<file path="src/rtl/adc_readout_pkg.sv">
// Shared constants for the serial converter readout block
package adc_readout_pkg;
  localparam int RESULT_BITS = 12;
  localparam int FIFO_DEPTH = 8;
  localparam int SYNC_STAGES = 2;
  localparam logic [3:0] ENABLE_FALL = 4'h2;
  localparam logic [3:0] SAMPLE_FALLS = 4'h2;
  localparam logic [3:0] CONV_CYCLES = 4'hc;
  localparam logic [3:0] BIT_INDEX_MSB = 4'hb;
  localparam logic [11:0] RESULT_RESET = 12'h000;
  localparam int LINK_PERIOD_NS = 80;
  localparam int CLK_PERIOD_NS = 8;
  localparam int LINK_HALF_CYCLES = (LINK_PERIOD_NS / 2) / CLK_PERIOD_NS;
endpackage : adc_readout_pkg

</file>
<file path="src/rtl/sample_fifo.sv">
// Small synchronous FIFO holding converted samples
`timescale 1ns/1ns
module sample_fifo #(
  parameter int WIDTH = 12,
  parameter int DEPTH = 8
) (
  input wire logic mclk,
  input wire logic nrst,
  input wire logic ce,
  input wire logic [WIDTH-1:0] in_data,
  input wire logic in_valid,
  output logic in_ready,
  output logic [WIDTH-1:0] out_data,
  output logic out_valid,
  input wire logic out_ready
);
  localparam int AW = $clog2(DEPTH);
  logic [WIDTH-1:0] mem [DEPTH];
  logic [AW-1:0] wp_reg, wp_next, rp_reg, rp_next;
  logic [AW:0] cnt_reg, cnt_next;
  logic push, pop;
  logic rdy_reg, rdy_next;

  // Ready is registered from the next count so the top-level output comes from a flip-flop
  assign in_ready = rdy_reg;
  assign out_valid = (cnt_reg != '0);
  assign out_data = mem[rp_reg];
  assign push = ce && in_valid && in_ready;
  assign pop = ce && out_valid && out_ready;

  always_comb begin
    wp_next = wp_reg;
    rp_next = rp_reg;
    cnt_next = cnt_reg;
    if (push) begin
      wp_next = (wp_reg == AW'(DEPTH - 1)) ? '0 : wp_reg + 1'b1;
    end
    if (pop) begin
      rp_next = (rp_reg == AW'(DEPTH - 1)) ? '0 : rp_reg + 1'b1;
    end
    if (push && !pop) begin
      cnt_next = cnt_reg + 1'b1;
    end else if (pop && !push) begin
      cnt_next = cnt_reg - 1'b1;
    end
    rdy_next = (cnt_next != (AW+1)'(DEPTH));
  end

  always_ff @(posedge mclk or negedge nrst) begin
    if (!nrst) begin
      wp_reg <= '0;
      rp_reg <= '0;
      cnt_reg <= '0;
      rdy_reg <= 1'b1;
    end else begin
      wp_reg <= wp_next;
      rp_reg <= rp_next;
      cnt_reg <= cnt_next;
      rdy_reg <= rdy_next;
    end
  end

  // Storage needs no reset; only pointers define contents
  always_ff @(posedge mclk) begin
    if (push) begin
      mem[wp_reg] <= in_data;
    end
  end
endmodule : sample_fifo

</file>
<file path="src/rtl/adc_serial_readout.sv">
// Serial readout and conversion sequencer of a 12-bit sampling converter
`timescale 1ns/1ns
// What this block does
// - Select low means chip selected; select high means shutdown.
// - Each result sent on the serial output is 12 data bits.
// - Output driver turns on at the second clock pulse after select falls.
// - After enable, one null bit, then result bits on the next 12 edges.
// - Host data clock paces both the serial transfer and the conversion.
// - Serial output changes to the next bit on each falling clock edge.
// - Select falling starts a new sample, conversion and transfer sequence.
// - Select rising resets the sequencer, ready for the next exchange.
// - Input is sampled for 1.5 to 2 clock cycles at sequence start.
// - With clock still running, result repeats LSB first from bit 1, then zeroes.
// - Conversion circuitry powers down at conversion end, even select low.
module adc_serial_readout #(
  parameter int WIDTH = adc_readout_pkg::RESULT_BITS,
  parameter int DEPTH = adc_readout_pkg::FIFO_DEPTH
) (
  input wire logic mclk,
  input wire logic nrst,
  input wire logic ce,
  input wire logic select_shutdown_n,
  input wire logic transfer_conversion_clock,
  input wire logic [WIDTH-1:0] sample_data,
  input wire logic sample_valid,
  output logic sample_ready,
  output logic dout_o,
  output logic dout_oe,
  output logic sampling,
  output logic converting,
  output logic powered,
  output logic [WIDTH-1:0] result_data,
  output logic result_valid,
  input wire logic result_ready
);
  typedef enum logic [2:0] {
    ST_SHUTDOWN, ST_SAMPLE, ST_NULL, ST_MSB_FIRST, ST_LSB_FIRST, ST_ZEROES
  } seq_t;

  // Pin synchronisers: first stage feeds only the second
  logic [1:0] sel_sync_reg, sel_sync_next;
  logic [1:0] clk_sync_reg, clk_sync_next;
  logic sel_d_reg, sel_d_next, clk_d_reg, clk_d_next;
  logic sel_n, lclk, sel_fall, sel_rise, lclk_fall;

  // Sequencer state
  seq_t state_reg, state_next;
  logic [3:0] fall_cnt_reg, fall_cnt_next;
  logic [3:0] bit_idx_reg, bit_idx_next;
  logic [WIDTH-1:0] shift_reg, shift_next;
  logic dout_reg, dout_next, oe_reg, oe_next;
  logic smp_reg, smp_next, conv_reg, conv_next, pwr_reg, pwr_next;
  logic [WIDTH-1:0] res_reg, res_next;
  logic res_v_reg, res_v_next;

  // FIFO drain side
  logic [WIDTH-1:0] fifo_data;
  logic fifo_valid, fifo_take;

  sample_fifo #(.WIDTH(WIDTH), .DEPTH(DEPTH)) u_fifo (
    .mclk(mclk),
    .nrst(nrst),
    .ce(ce),
    .in_data(sample_data),
    .in_valid(sample_valid),
    .in_ready(sample_ready),
    .out_data(fifo_data),
    .out_valid(fifo_valid),
    .out_ready(fifo_take)
  );

  assign sel_n = sel_sync_reg[1];
  assign lclk = clk_sync_reg[1];
  assign sel_fall = sel_d_reg && !sel_n;
  assign sel_rise = !sel_d_reg && sel_n;
  assign lclk_fall = clk_d_reg && !lclk;
  // Pull a sample only at the end of a sampling window, on the second clock fall, so a stall holds the FIFO back
  assign fifo_take = (state_reg == ST_SAMPLE) && lclk_fall && !sel_n
    && (fall_cnt_reg == adc_readout_pkg::SAMPLE_FALLS - 4'h1);

  always_comb begin
    sel_sync_next = {sel_sync_reg[0], select_shutdown_n};
    clk_sync_next = {clk_sync_reg[0], transfer_conversion_clock};
    sel_d_next = sel_n;
    clk_d_next = lclk;
  end

  always_comb begin
    state_next = state_reg;
    fall_cnt_next = fall_cnt_reg;
    bit_idx_next = bit_idx_reg;
    shift_next = shift_reg;
    dout_next = dout_reg;
    oe_next = oe_reg;
    smp_next = smp_reg;
    conv_next = conv_reg;
    pwr_next = pwr_reg;
    res_next = res_reg;
    res_v_next = res_v_reg && !result_ready;
    if (sel_n) begin
      // Shutdown while select is high, output released
      state_next = ST_SHUTDOWN;
      oe_next = 1'b0;
      dout_next = 1'b0;
      smp_next = 1'b0;
      conv_next = 1'b0;
      pwr_next = 1'b0;
      fall_cnt_next = '0;
      bit_idx_next = '0;
    end else if (sel_fall) begin
      state_next = ST_SAMPLE;
      fall_cnt_next = '0;
      smp_next = 1'b1;
      pwr_next = 1'b1;
    end else if (lclk_fall) begin
      // Apart from select fall and select high, sequencing advances on link clock falling edges only
      unique case (state_reg)
        ST_SHUTDOWN: begin
          state_next = ST_SHUTDOWN;
        end
        ST_SAMPLE: begin
          fall_cnt_next = fall_cnt_reg + 4'h1;
          if (fall_cnt_reg + 4'h1 == adc_readout_pkg::ENABLE_FALL) begin
            // Window from select fall to second falling edge: 1.5 to 2 clocks
            smp_next = 1'b0;
            conv_next = 1'b1;
            oe_next = 1'b1;
            dout_next = 1'b0;
            shift_next = fifo_valid ? fifo_data : adc_readout_pkg::RESULT_RESET;
            state_next = ST_NULL;
          end
        end
        ST_NULL: begin
          dout_next = shift_reg[WIDTH-1];
          bit_idx_next = adc_readout_pkg::BIT_INDEX_MSB;
          state_next = ST_MSB_FIRST;
        end
        ST_MSB_FIRST: begin
          if (bit_idx_reg == 4'h0) begin
            // Conversion ends one fall after the last result bit, as the LSB first tail starts
            conv_next = 1'b0;
            pwr_next = 1'b0;
            res_next = shift_reg;
            res_v_next = 1'b1;
            dout_next = shift_reg[1];
            bit_idx_next = 4'h1;
            state_next = ST_LSB_FIRST;
          end else begin
            bit_idx_next = bit_idx_reg - 4'h1;
            dout_next = shift_reg[bit_idx_reg - 4'h1];
          end
        end
        ST_LSB_FIRST: begin
          if (bit_idx_reg == adc_readout_pkg::BIT_INDEX_MSB) begin
            dout_next = 1'b0;
            state_next = ST_ZEROES;
          end else begin
            bit_idx_next = bit_idx_reg + 4'h1;
            dout_next = shift_reg[bit_idx_reg + 4'h1];
          end
        end
        ST_ZEROES: begin
          dout_next = 1'b0;
        end
        default: begin
          state_next = ST_SHUTDOWN;
        end
      endcase
    end
  end

  always_ff @(posedge mclk or negedge nrst) begin
    if (!nrst) begin
      sel_sync_reg <= 2'h3;
      clk_sync_reg <= 2'h0;
      sel_d_reg <= 1'b1;
      clk_d_reg <= 1'b0;
    end else if (ce) begin
      sel_sync_reg <= sel_sync_next;
      clk_sync_reg <= clk_sync_next;
      sel_d_reg <= sel_d_next;
      clk_d_reg <= clk_d_next;
    end
  end

  always_ff @(posedge mclk or negedge nrst) begin
    if (!nrst) begin
      state_reg <= ST_SHUTDOWN;
      fall_cnt_reg <= 4'h0;
      bit_idx_reg <= 4'h0;
      shift_reg <= adc_readout_pkg::RESULT_RESET;
      dout_reg <= 1'b0;
      oe_reg <= 1'b0;
      smp_reg <= 1'b0;
      conv_reg <= 1'b0;
      pwr_reg <= 1'b0;
      res_reg <= adc_readout_pkg::RESULT_RESET;
      res_v_reg <= 1'b0;
    end else if (ce) begin
      state_reg <= state_next;
      fall_cnt_reg <= fall_cnt_next;
      bit_idx_reg <= bit_idx_next;
      shift_reg <= shift_next;
      dout_reg <= dout_next;
      oe_reg <= oe_next;
      smp_reg <= smp_next;
      conv_reg <= conv_next;
      pwr_reg <= pwr_next;
      res_reg <= res_next;
      res_v_reg <= res_v_next;
    end
  end

  assign dout_o = dout_reg;
  assign dout_oe = oe_reg;
  assign sampling = smp_reg;
  assign converting = conv_reg;
  assign powered = pwr_reg;
  assign result_data = res_reg;
  assign result_valid = res_v_reg;
endmodule : adc_serial_readout

</file>
<file path="config.mk">
export PLATFORM = sky130hd
export DESIGN_NAME = adc_serial_readout
export DESIGN_NICKNAME = d
export VERILOG_FILES = /design/src/rtl/adc_readout_pkg.sv /design/src/rtl/sample_fifo.sv /design/src/rtl/adc_serial_readout.sv
export SDC_FILE = /design/constraint.sdc
export NUM_CORES = 1
export LEC_CHECK = 0
export BUFFER_PORTS_ARGS = -buffer_cell sky130_fd_sc_hd__buf_4
export CAP_MARGIN = 0
export CORE_MARGIN = 5
export CORE_UTILIZATION = 55
export CTS_CLUSTER_DIAMETER = 30
export CTS_CLUSTER_SIZE = 14
export DETAILED_ROUTE_END_ITERATION = 6
export PLACE_DENSITY = 0.88
export SLEW_MARGIN = 40
export SYNTH_ARGS = -nofsm -noshare
export SYNTH_HDL_FRONTEND = slang
export SYNTH_SLANG_ARGS = --single-unit
</file>
<file path="constraint.sdc">
create_clock -name mclk -period 2.3 [get_ports mclk]
set_clock_uncertainty 0.05 [all_clocks]
set_input_delay 0.115 -clock mclk [delete_from_list [all_inputs] [get_ports mclk]]
set_output_delay 0.115 -clock mclk [all_outputs]
set_load 0.01 [all_outputs]
</file>
# Word level (Yosys, flattened, before mapping)
# Memories as Yosys holds them, arrays and structs flattened.
# Index checks and enable logic that the tools add are counted.
# Widths: inputs -> output; s select.
# classes
eq_ne,19
addsub,7
mux,58
bitwise,2
magnitude_cmp,2
n_reduce_logical,40
# op_table
cell,n
$mux 4,11
$mux 1,32
$mux 3,8
$reduce_and 6->1,4
$reduce_bool 3->1,6
$pmux 3 s5,1
$reduce_and 5->1,3
$add 4x1->4 const B,3
$eq 3x3->1 const B,4
$logic_and 1x1->1,12
$mux 12,1
$ne 4x4->1 const B,3
$pmux 4 s3,1
$lt 4x5->1 const B,2
$ne 3x3->1 const B,3
$bmux 1 s4,2
$reduce_and 4->1,2
$reduce_bool 4->1,2
$sub 4x1->4 const B,2
$add 3x1->3 const B,2
$eq 3x2->1 const B,2
$reduce_bool 2->1,3
$reduce_bool 6->1,1
$logic_not 1->1,5
12 further kinds,13
# word_totals
output_inout_bits,19
elab_cells,148
in_bits,19
ff_bits,58
mem_bits_rw,96
memories,1
# memory_table
memory,words,width,rd,rd_ports_with_merged_regs,wr,line_no,rtl
u_fifo.mem,8,12,1,0,1,sample_fifo.sv:18,logic [WIDTH-1:0] mem [DEPTH];

# Depth between registers and ports, before layout
# Gate-level depths: netlist of run 1.
# depth
ltp_word,10
ltp_mapped,9

# By module
# A second synthesis of run 1 with hierarchy kept.
# hier_totals
hier_cells,477
hier_area_um2,6986.7
# by_module_without_submodules
module,area_each_um2,cells_per_inst,n_inst
sample_fifo,4280.4,216,1
adc_serial_readout,2706.3,261,1

# Least setup slack after synthesis of run 1
# OpenSTA, ideal clock, no wires.
# synth_path
path_kind,register -> register
startpoint,register u_fifo.rdy_reg (netlist: u_fifo.in_ready)
endpoint,memory u_fifo.mem[0][0] (enable)
slack_ns,-0.168
t_arrival_ns,2.005
path_stages_with_launch,3
required_time_ns,1.837
path_cell_list,dfstp_2 -> nand3_1 -> nor4_1
# synth_via
elab_chain_cells,3
# synth_lines
item,line_no,rtl
from (decl),sample_fifo.sv:22,"logic rdy_reg, rdy_next;"
from (signal assigned),sample_fifo.sv:59,rdy_reg <= rdy_next;
$logic_and 1x1->1,sample_fifo.sv:28,assign push = ce && in_valid && in_ready;
$mux 1,sample_fifo.sv:65,if (push) begin
$mux 1 (implied by the code),sample_fifo.sv:66,mem[wp_reg] <= in_data;
to (decl),sample_fifo.sv:18,
# No other way between the ends.

# Worst setup path after layout of run 1
# layout_path
startpoint,register fall_cnt_reg[1]
endpoint,register u_fifo.rdy_reg (netlist: u_fifo.in_ready)
# layout_via
elab_chain_cells,7
# layout_lines
item,line_no,rtl
from (decl),adc_serial_readout.sv:48,"logic [3:0] fall_cnt_reg, fall_cnt_next;"
from (signal assigned),adc_serial_readout.sv:201,fall_cnt_reg <= fall_cnt_next;
$eq 4x1->1 (*),adc_serial_readout.sv:79,&& (fall_cnt_reg == adc_readout_pkg::SAMPLE_FALLS - 4'h1);
$logic_and 1x1->1 (*),adc_serial_readout.sv:79,
$logic_and 1x1->1 (*),sample_fifo.sv:29,assign pop = ce && out_valid && out_ready;
$logic_and 1x1->1 or $logic_not 1->1 (tied branches),"sample_fifo.sv:43, sample_fifo.sv:41",
$mux 4 or $logic_and 1x1->1 (tied branches),"sample_fifo.sv:43, sample_fifo.sv:41",
$mux 4 (*),sample_fifo.sv:41,if (push && !pop) begin
via u_fifo.cnt_next[2],sample_fifo.sv:20,"logic [AW:0] cnt_reg, cnt_next;"
$ne 4x4->1 (*),sample_fifo.sv:46,rdy_next = (cnt_next != (AW+1)'(DEPTH));
via u_fifo.rdy_next,sample_fifo.sv:22,
# Mark *: on every way through the listed nets, which the timed path passes. The rest lies on a longest branch.
# A chain may end at the register's enable or synchronous reset.

==> out/summary.txt, run 1 <==
Via density - 5.81
Pwr Total - 7390 uW
Num CTS Buffers - 17
die area - 14600 um^2
DRT Wirelength - 14200 um
Crit Path Category - flip-flop to flip-flop
register area - 4340 um^2
Critical Path Start - fall_cnt_reg[1]$_DFFE_PN0P_
Fin. Hold Viols - 0
Synth Register Bits - 154
first-pass GRT wire length - 23200 um
clk slew on worst S/H paths - 0.06 ns
worst hold slack - 0.127 ns
die width - 121 um
area of the multi-input gates - 2340 um^2
1st-iter DRT viols - 554
Synth area leader - edfxtp_1
status - finished with violations
Final nets - 558
Ports - 38
share of synthesized registers carrying an async set or reset - 37.7%
placeable core area - 12100 um^2
Worst-Margin Slew - 0.708 ns
Die Y - 121 um
max frequency - 435 MHz
Detail Placement HPWL - 9120 um
Yosys top cell area share - 42.6%
Placer Congestion - 0.942
port bufs - 37
r2r startpoint - fall_cnt_reg[1]$_DFFE_PN0P_
Final Util - 67.9%
CP arrival - 2.59 ns
crit-path max FO - 4
CP required - 2.59 ns
CTS tree - built
maximum vdd drop - 796 uV
failing checks - negative setup slack
most area-consuming cells after synthesis - edfxtp_1 43%, dfrtp_1 20%, mux4_2 10%
Crit. End Element - flip-flop
GRT Total Usage - 21.0%
antenna violations before repair - 0
vias post-DR - 4115
grt ovf - 0
top cells by count, synth - 96 x edfxtp_1, 54 x dfrtp_1, 48 x nand2_1, 30 x mux4_2, 21 x o21ai_0
Final ANT Viol Nets - 0
drt drc - 0
pin count of the biggest net entering global routing - 59
pwr/cell area - 902 nW/um^2
Ys Warns - 0
antenna diode count - 0
layout cells sized above 1 - 30.6%
clk root buf - clkbuf_16
Clock H-tree levels - 4
WL per Instance - 20.0 um
clock buffer depth - 2
post-synthesis net count - 479
Post-synth EDFFs - 96
Std-Cell Rows - 40
fin crit share - 100%
fill count - 767
relative slew slack - 52.8%
Max Cap Viol - 0
clk sinks - 154
sequential area share after synthesis - 64.1%
top_reg_cell synth - edfxtp_1
final slew viol count - 0
top-count cell post-synth - edfxtp_1
Yosys cell types - 57
Largest register FFs - 96
Tmin final - 2.30 ns
unrepaired setup endpoints after global routing - yes
Final Worst Setup Slack - -0.000119 ns
Clock Latency Late Sink - 0.42 ns
cells after synthesis - 448
Leakage - 0.00310 uW
Area Growth Syn to Fin - 20.9%
Avg Synthesized Cell Area - 15.1 um^2
flop2flop setup slack - -0.0001 ns
Worst setup SP type - flip-flop
initial core utilization - 56.2%
drt pass-1 iters - 5
Cell Area, Synth - 6770 um^2
Hold Crit Start - sample_valid
vias in the first global route - 4388
Setup violations, final - 1
Hold Crit Class - primary input to flip-flop
[final timing paths]
path	endpoint	depth (start not counted)
worst min register to register	result_valid$_DFFE_PN0P_	2
worst max register to register	u_fifo.in_ready$_DFF_PN1_	9
worst min-delay path	u_fifo.wp_reg[2]$_DFFE_PN0P_	4
min in group asynchronous	fall_cnt_reg[2]$_DFFE_PN0P_	2
worst max-delay path	u_fifo.in_ready$_DFF_PN1_	9
max in group asynchronous	result_data[2]$_DFFE_PN0P_	2
[logic make-up after synthesis]
family	share of synthesized area (%)
flip-flops	64.1
multiplexers	15.2
adder cells (fa/ha/maj)	2.53
AO/OA/AOI/OAI	6.69
buffers and inverters	2.20
XOR/XNOR	1.15
AND/OR/NAND/NOR	8.22
[power by group]
group	total, uW	switching, uW	internal, uW
logic	1220	641	577
registers	3410	191	3220
clock network	2760	1140	1620
total	7390	1970	5410
[final cells by class]
type,instances,share of cell area (%)
Clock buffer,17,5.19
Tap cell,168,2.57
Inverter,10,0.458
Timing Repair Buffer,82,8.24
Multi-Input combinational cell,262,28.5
Clock inverter,15,2.02
Sequential cell,154,53.0
[cells in the final DEF (no fill, tap or decap), types with 2 or more instances in the layout]
master / synthesis / final
nor3b_4: 1 / 2
mux2i_1: 16 / 16
nor3_1: 10 / 10
o21ai_0: 21 / 19
ha_1: 12 / 11
nand3_1: 9 / 8
buf_4: 2 / 63
xnor2_1: 6 / 6
nor2_1: 13 / 13
a21oi_1: 7 / 7
nor2b_1: 4 / 4
mux2_2: 17 / 17
o21a_1: 2 / 2
edfxtp_1: 96 / 96
clkinv_1: 0 / 2
a31oi_1: 2 / 2
mux4_2: 30 / 30
inv_1: 10 / 8
a22o_1: 3 / 3
inv_8: 0 / 2
and3_1: 2 / 2
dlygate4sd3_1: 0 / 17
dfstp_2: 4 / 4
and2_1: 3 / 3
o21ai_2: 0 / 2
o22ai_1: 5 / 4
nand2_1: 48 / 48
inv_2: 0 / 2
o211ai_1: 2 / 2
nand2b_1: 8 / 8
clkinv_4: 0 / 4
a21o_1: 3 / 3
o31ai_1: 14 / 13
clkbuf_16: 0 / 17
dfrtp_1: 54 / 54
bufinv_16: 0 / 2
inv_6: 0 / 4
[routing by layer]
metal  part of all wire (%)  global-route usage (%)  vias to the layer above
li1                       -                       -                     1876
met1                     40                    24.8                     2092
met2                     54                    37.1                      124
met3                    4.5                    5.59                       23
met4                    1.6                    7.08                        0
met5                      0                       0                        -
[what timing repair did]
item                                    in CTS  in global routing
resized for setup                            3                 11
hold buffers                                17                  0
pin swaps                                    0                  3
hold endpoints to repair                   156                  0
endpoints found under the setup margin       1                  3
buffers inserted                             2                  2
[critical path: stages (launching register included)]
cell      delay, ns
dfrtp_1        0.42
inv_2          0.08
ha_1           0.16
nor4b_4        0.21
nand4b_1       0.25
buf_4          0.22
nand3_1        0.09
o21ai_2        0.08
xor2_1         0.17
or4b_4         0.50
[metrics by stage]
stage	instances	TNS [ns]	area [um^2]	setup WS, ns
global route	708	-0.0656	8190	-0.0656
global placement	655	0	7350	0.142
detailed placement	655	-0.191	7350	-0.191
floorplan	448	0	6780	0.0345
CTS	706	0	8130	0.0212
finish	708	-0.000119	8190	-0.000119
Power figures use the tool's default switching activity.
==> run 2: changes to the inputs <==
- CORE_UTILIZATION: 55 -> 49
- PLACE_DENSITY: 0.88 -> 0.81
- RECOVER_POWER: default -> 100
==> out/summary.txt, run 2 (same netlist as run 1, synthesis figures left out) <==
crit path cell chain - inv_2 -> ha_4 -> nor4b_4 -> nand4b_1 -> maj3_2 -> nand2_1 -> o21ai_1 -> or4b_1 (was inv_2 -> ha_1 -> nor4b_4 -> nand4b_1 -> buf_4 -> nand3_1 -> o21ai_2 -> xor2_1 -> or4b_4)
crit-path max FO - 4 (unchanged)
layout cells sized above 1 - 24.4% (was 30.6%)
status - completed (was finished with violations)
Max Cap Viol - 0 (unchanged)
Pwr Total - 7240 uW (was 7390 uW)
pin count of the biggest net entering global routing - 59 (unchanged)
grt ovf - 0 (unchanged)
placeable core area - 13700 um^2 (was 12100 um^2)
clk root buf - clkbuf_16 (unchanged)
port bufs - 37 (unchanged)
R2R cell count - 8 (was 9)
Final nets - 559 (was 558)
fin area - 8070 um^2 (was 8190 um^2)
Area Growth Syn to Fin - 19.2% (was 20.9%)
fill count - 1051 (was 767)
Final ANT Viol Nets - 0 (unchanged)
DRT Wirelength - 13100 um (was 14200 um)
final slew viol count - 0 (unchanged)
vias in the first global route - 4168 (was 4388)
Die Y - 128 um (was 121 um)
first-pass GRT wire length - 21200 um (was 23200 um)
GRT Total Usage - 16.9% (was 21.0%)
slowest stage delay, CP - 0.47 ns (was 0.50 ns)
CP arrival - 2.54 ns (was 2.59 ns)
maximum vdd drop - 682 uV (was 796 uV)
WL per Instance - 18.2 um (was 20.0 um)
CP required - 2.59 ns (about the same)
DP Area - 7370 um^2 (was 7350 um^2)
Placer Congestion - 0.914 (was 0.942)
most frequent cells in the layout - 96 x edfxtp_1, 54 x dfrtp_1, 48 x nand2_1 (was 96 x edfxtp_1, 63 x buf_4, 54 x dfrtp_1)
Worst-Margin Slew - 1.38 ns (was 0.708 ns)
Detail Placement HPWL - 8380 um (was 9120 um)
slowest cell on the critical path - or4b_1 (was or4b_4)
Num CTS Buffers - 17 (unchanged)
1st-iter DRT viols - 433 (was 554)
Final Worst Setup Slack - 0.0481 ns (was -0.000119 ns)
antenna violations before repair - 0 (unchanged)
Worst setup SP type - flip-flop (unchanged)
Hold Crit Class - primary input to flip-flop (unchanged)
initial core utilization - 49.4% (was 56.2%)
drt pass-1 iters - 5 (unchanged)
Ports - 38 (unchanged)
pre-CTS setup slack - -0.0213 ns (was -0.191 ns)
clk slew on worst S/H paths - 0.06 ns (about the same)
Clock H-tree levels - 4 (unchanged)
relative slew slack - 7.87% (was 52.8%)
Setup violations, final - 0 (was 1)
hold path depth - 3 (was 4)
drt drc - 0 (unchanged)
die area - 16300 um^2 (was 14600 um^2)
clock buffer depth - 2 (unchanged)
pwr/cell area - 897 nW/um^2 (was 902 nW/um^2)
Top Family by Delay on Critical Path - simple AND/OR/NAND/NOR gates (unchanged)
fin crit share - 97.9% (was 100%)
CP Buf/Inv Count - 1 (was 2)
number of cells on the critical path - 8 (was 9)
Fin. Hold Viols - 0 (unchanged)
max frequency - 444 MHz (was 435 MHz)
Tmin final - 2.25 ns (was 2.30 ns)
CTS tree - built (unchanged)
vias post-DR - 4027 (was 4115)
Via density - 5.59 (was 5.81)
Clock Latency Late Sink - 0.42 ns (about the same)
Largest register FFs - 96 (unchanged)
Std-Cell Rows - 43 (was 40)
antenna diode count - 0 (unchanged)
die width - 128 um (was 121 um)
setup_tns - 0 ns (was -0.000119 ns)
Crit. End Element - flip-flop (unchanged)
Crit Path Category - flip-flop to flip-flop (unchanged)
clk sinks - 154 (unchanged)
most common cell after layout, fill and taps aside - edfxtp_1 (unchanged)
Leakage - 0.00297 uW (was 0.00310 uW)
## run 2: cell types whose count changed in the layout (fill, tap and decap cells not counted), sizes merged
cell,delta
clkinvlp,+1
dlygate4sd3,-1
inv,-2
buf,-30
clkbuf,+33
## run 2: worst reg2reg max path: stages, from the launching register on
cell and delay [ns]:
dfrtp_1 0.42, inv_2 0.10, ha_4 0.13, nor4b_4 0.18, nand4b_1 0.27, maj3_2 0.39
nand2_1 0.08, o21ai_1 0.09, or4b_1 0.47
## run 2: final timing paths
kind	to	slack [ns]	from
max	u_fifo.in_ready$_DFF_PN1_	0.05	fall_cnt_reg[1]$_DFFE_PN0P_
min	sel_d_reg$_DFFE_PN1P_	0.05	ce
max reg2reg	u_fifo.in_ready$_DFF_PN1_	0.05	fall_cnt_reg[1]$_DFFE_PN0P_
min reg2reg	result_valid$_DFFE_PN0P_	0.43	result_valid$_DFFE_PN0P_
max in group asynchronous	u_fifo.cnt_reg[0]$_DFF_PN0_	0.87	nrst
min in group asynchronous	fall_cnt_reg[2]$_DFFE_PN0P_	0.48	nrst
## run 2: final cells by class
type | count | area, um^2 | area share [%]
Inverter | 10 | 37.5 | 0.465
Timing Repair Buffer | 83 | 561 | 6.94
Tap cell | 180 | 225 | 2.79
Sequential cell | 154 | 4340 | 53.8
Multi-Input combinational cell | 262 | 2340 | 28.9
Clock buffer | 18 | 429 | 5.32
Clock inverter | 14 | 145 | 1.80
## run 2: through the flow
| step | cells | hold slack [ns] | utilization (%) |
|---|---|---|---|
| after floorplan | 448 | -0.231 | - |
| after global placement | 668 | 0.153 | 53.7 |
| after global routing | 721 | 0.0963 | 58.8 |
| final | 721 | 0.0527 | 58.8 |
| after CTS | 718 | 0.0375 | 59.2 |
| after detailed placement | 668 | 0.167 | 53.7 |
## run 2: routing by layer
layer  track usage [%]  wire (um)  vias up  part of all wire, %
met2              29.1       6800      116                   52
met5                 0          0        -                    0
met4              6.74        250        0                  1.9
met1              20.9       5500     2008                   42
met3              3.72        602       28                  4.6
li1                  -          -     1875                    -
## run 2: power breakdown
| part | internal (uW) | leakage [uW] | switching (uW) |
|---|---|---|---|
| logic | 528 | 0.00106 | 617 |
| clock network | 1600 | 0.000282 | 1100 |
| registers | 3210 | 0.00163 | 176 |
## run 2: repair_timing
item	4_1_cts	5_1_grt
setup endpoints to repair	1	1
pin swaps	0	5
cloned	0	0
hold endpoints to repair	153	0
gates resized for setup	0	13
setup buffers	2	3
hold buffers	16	0
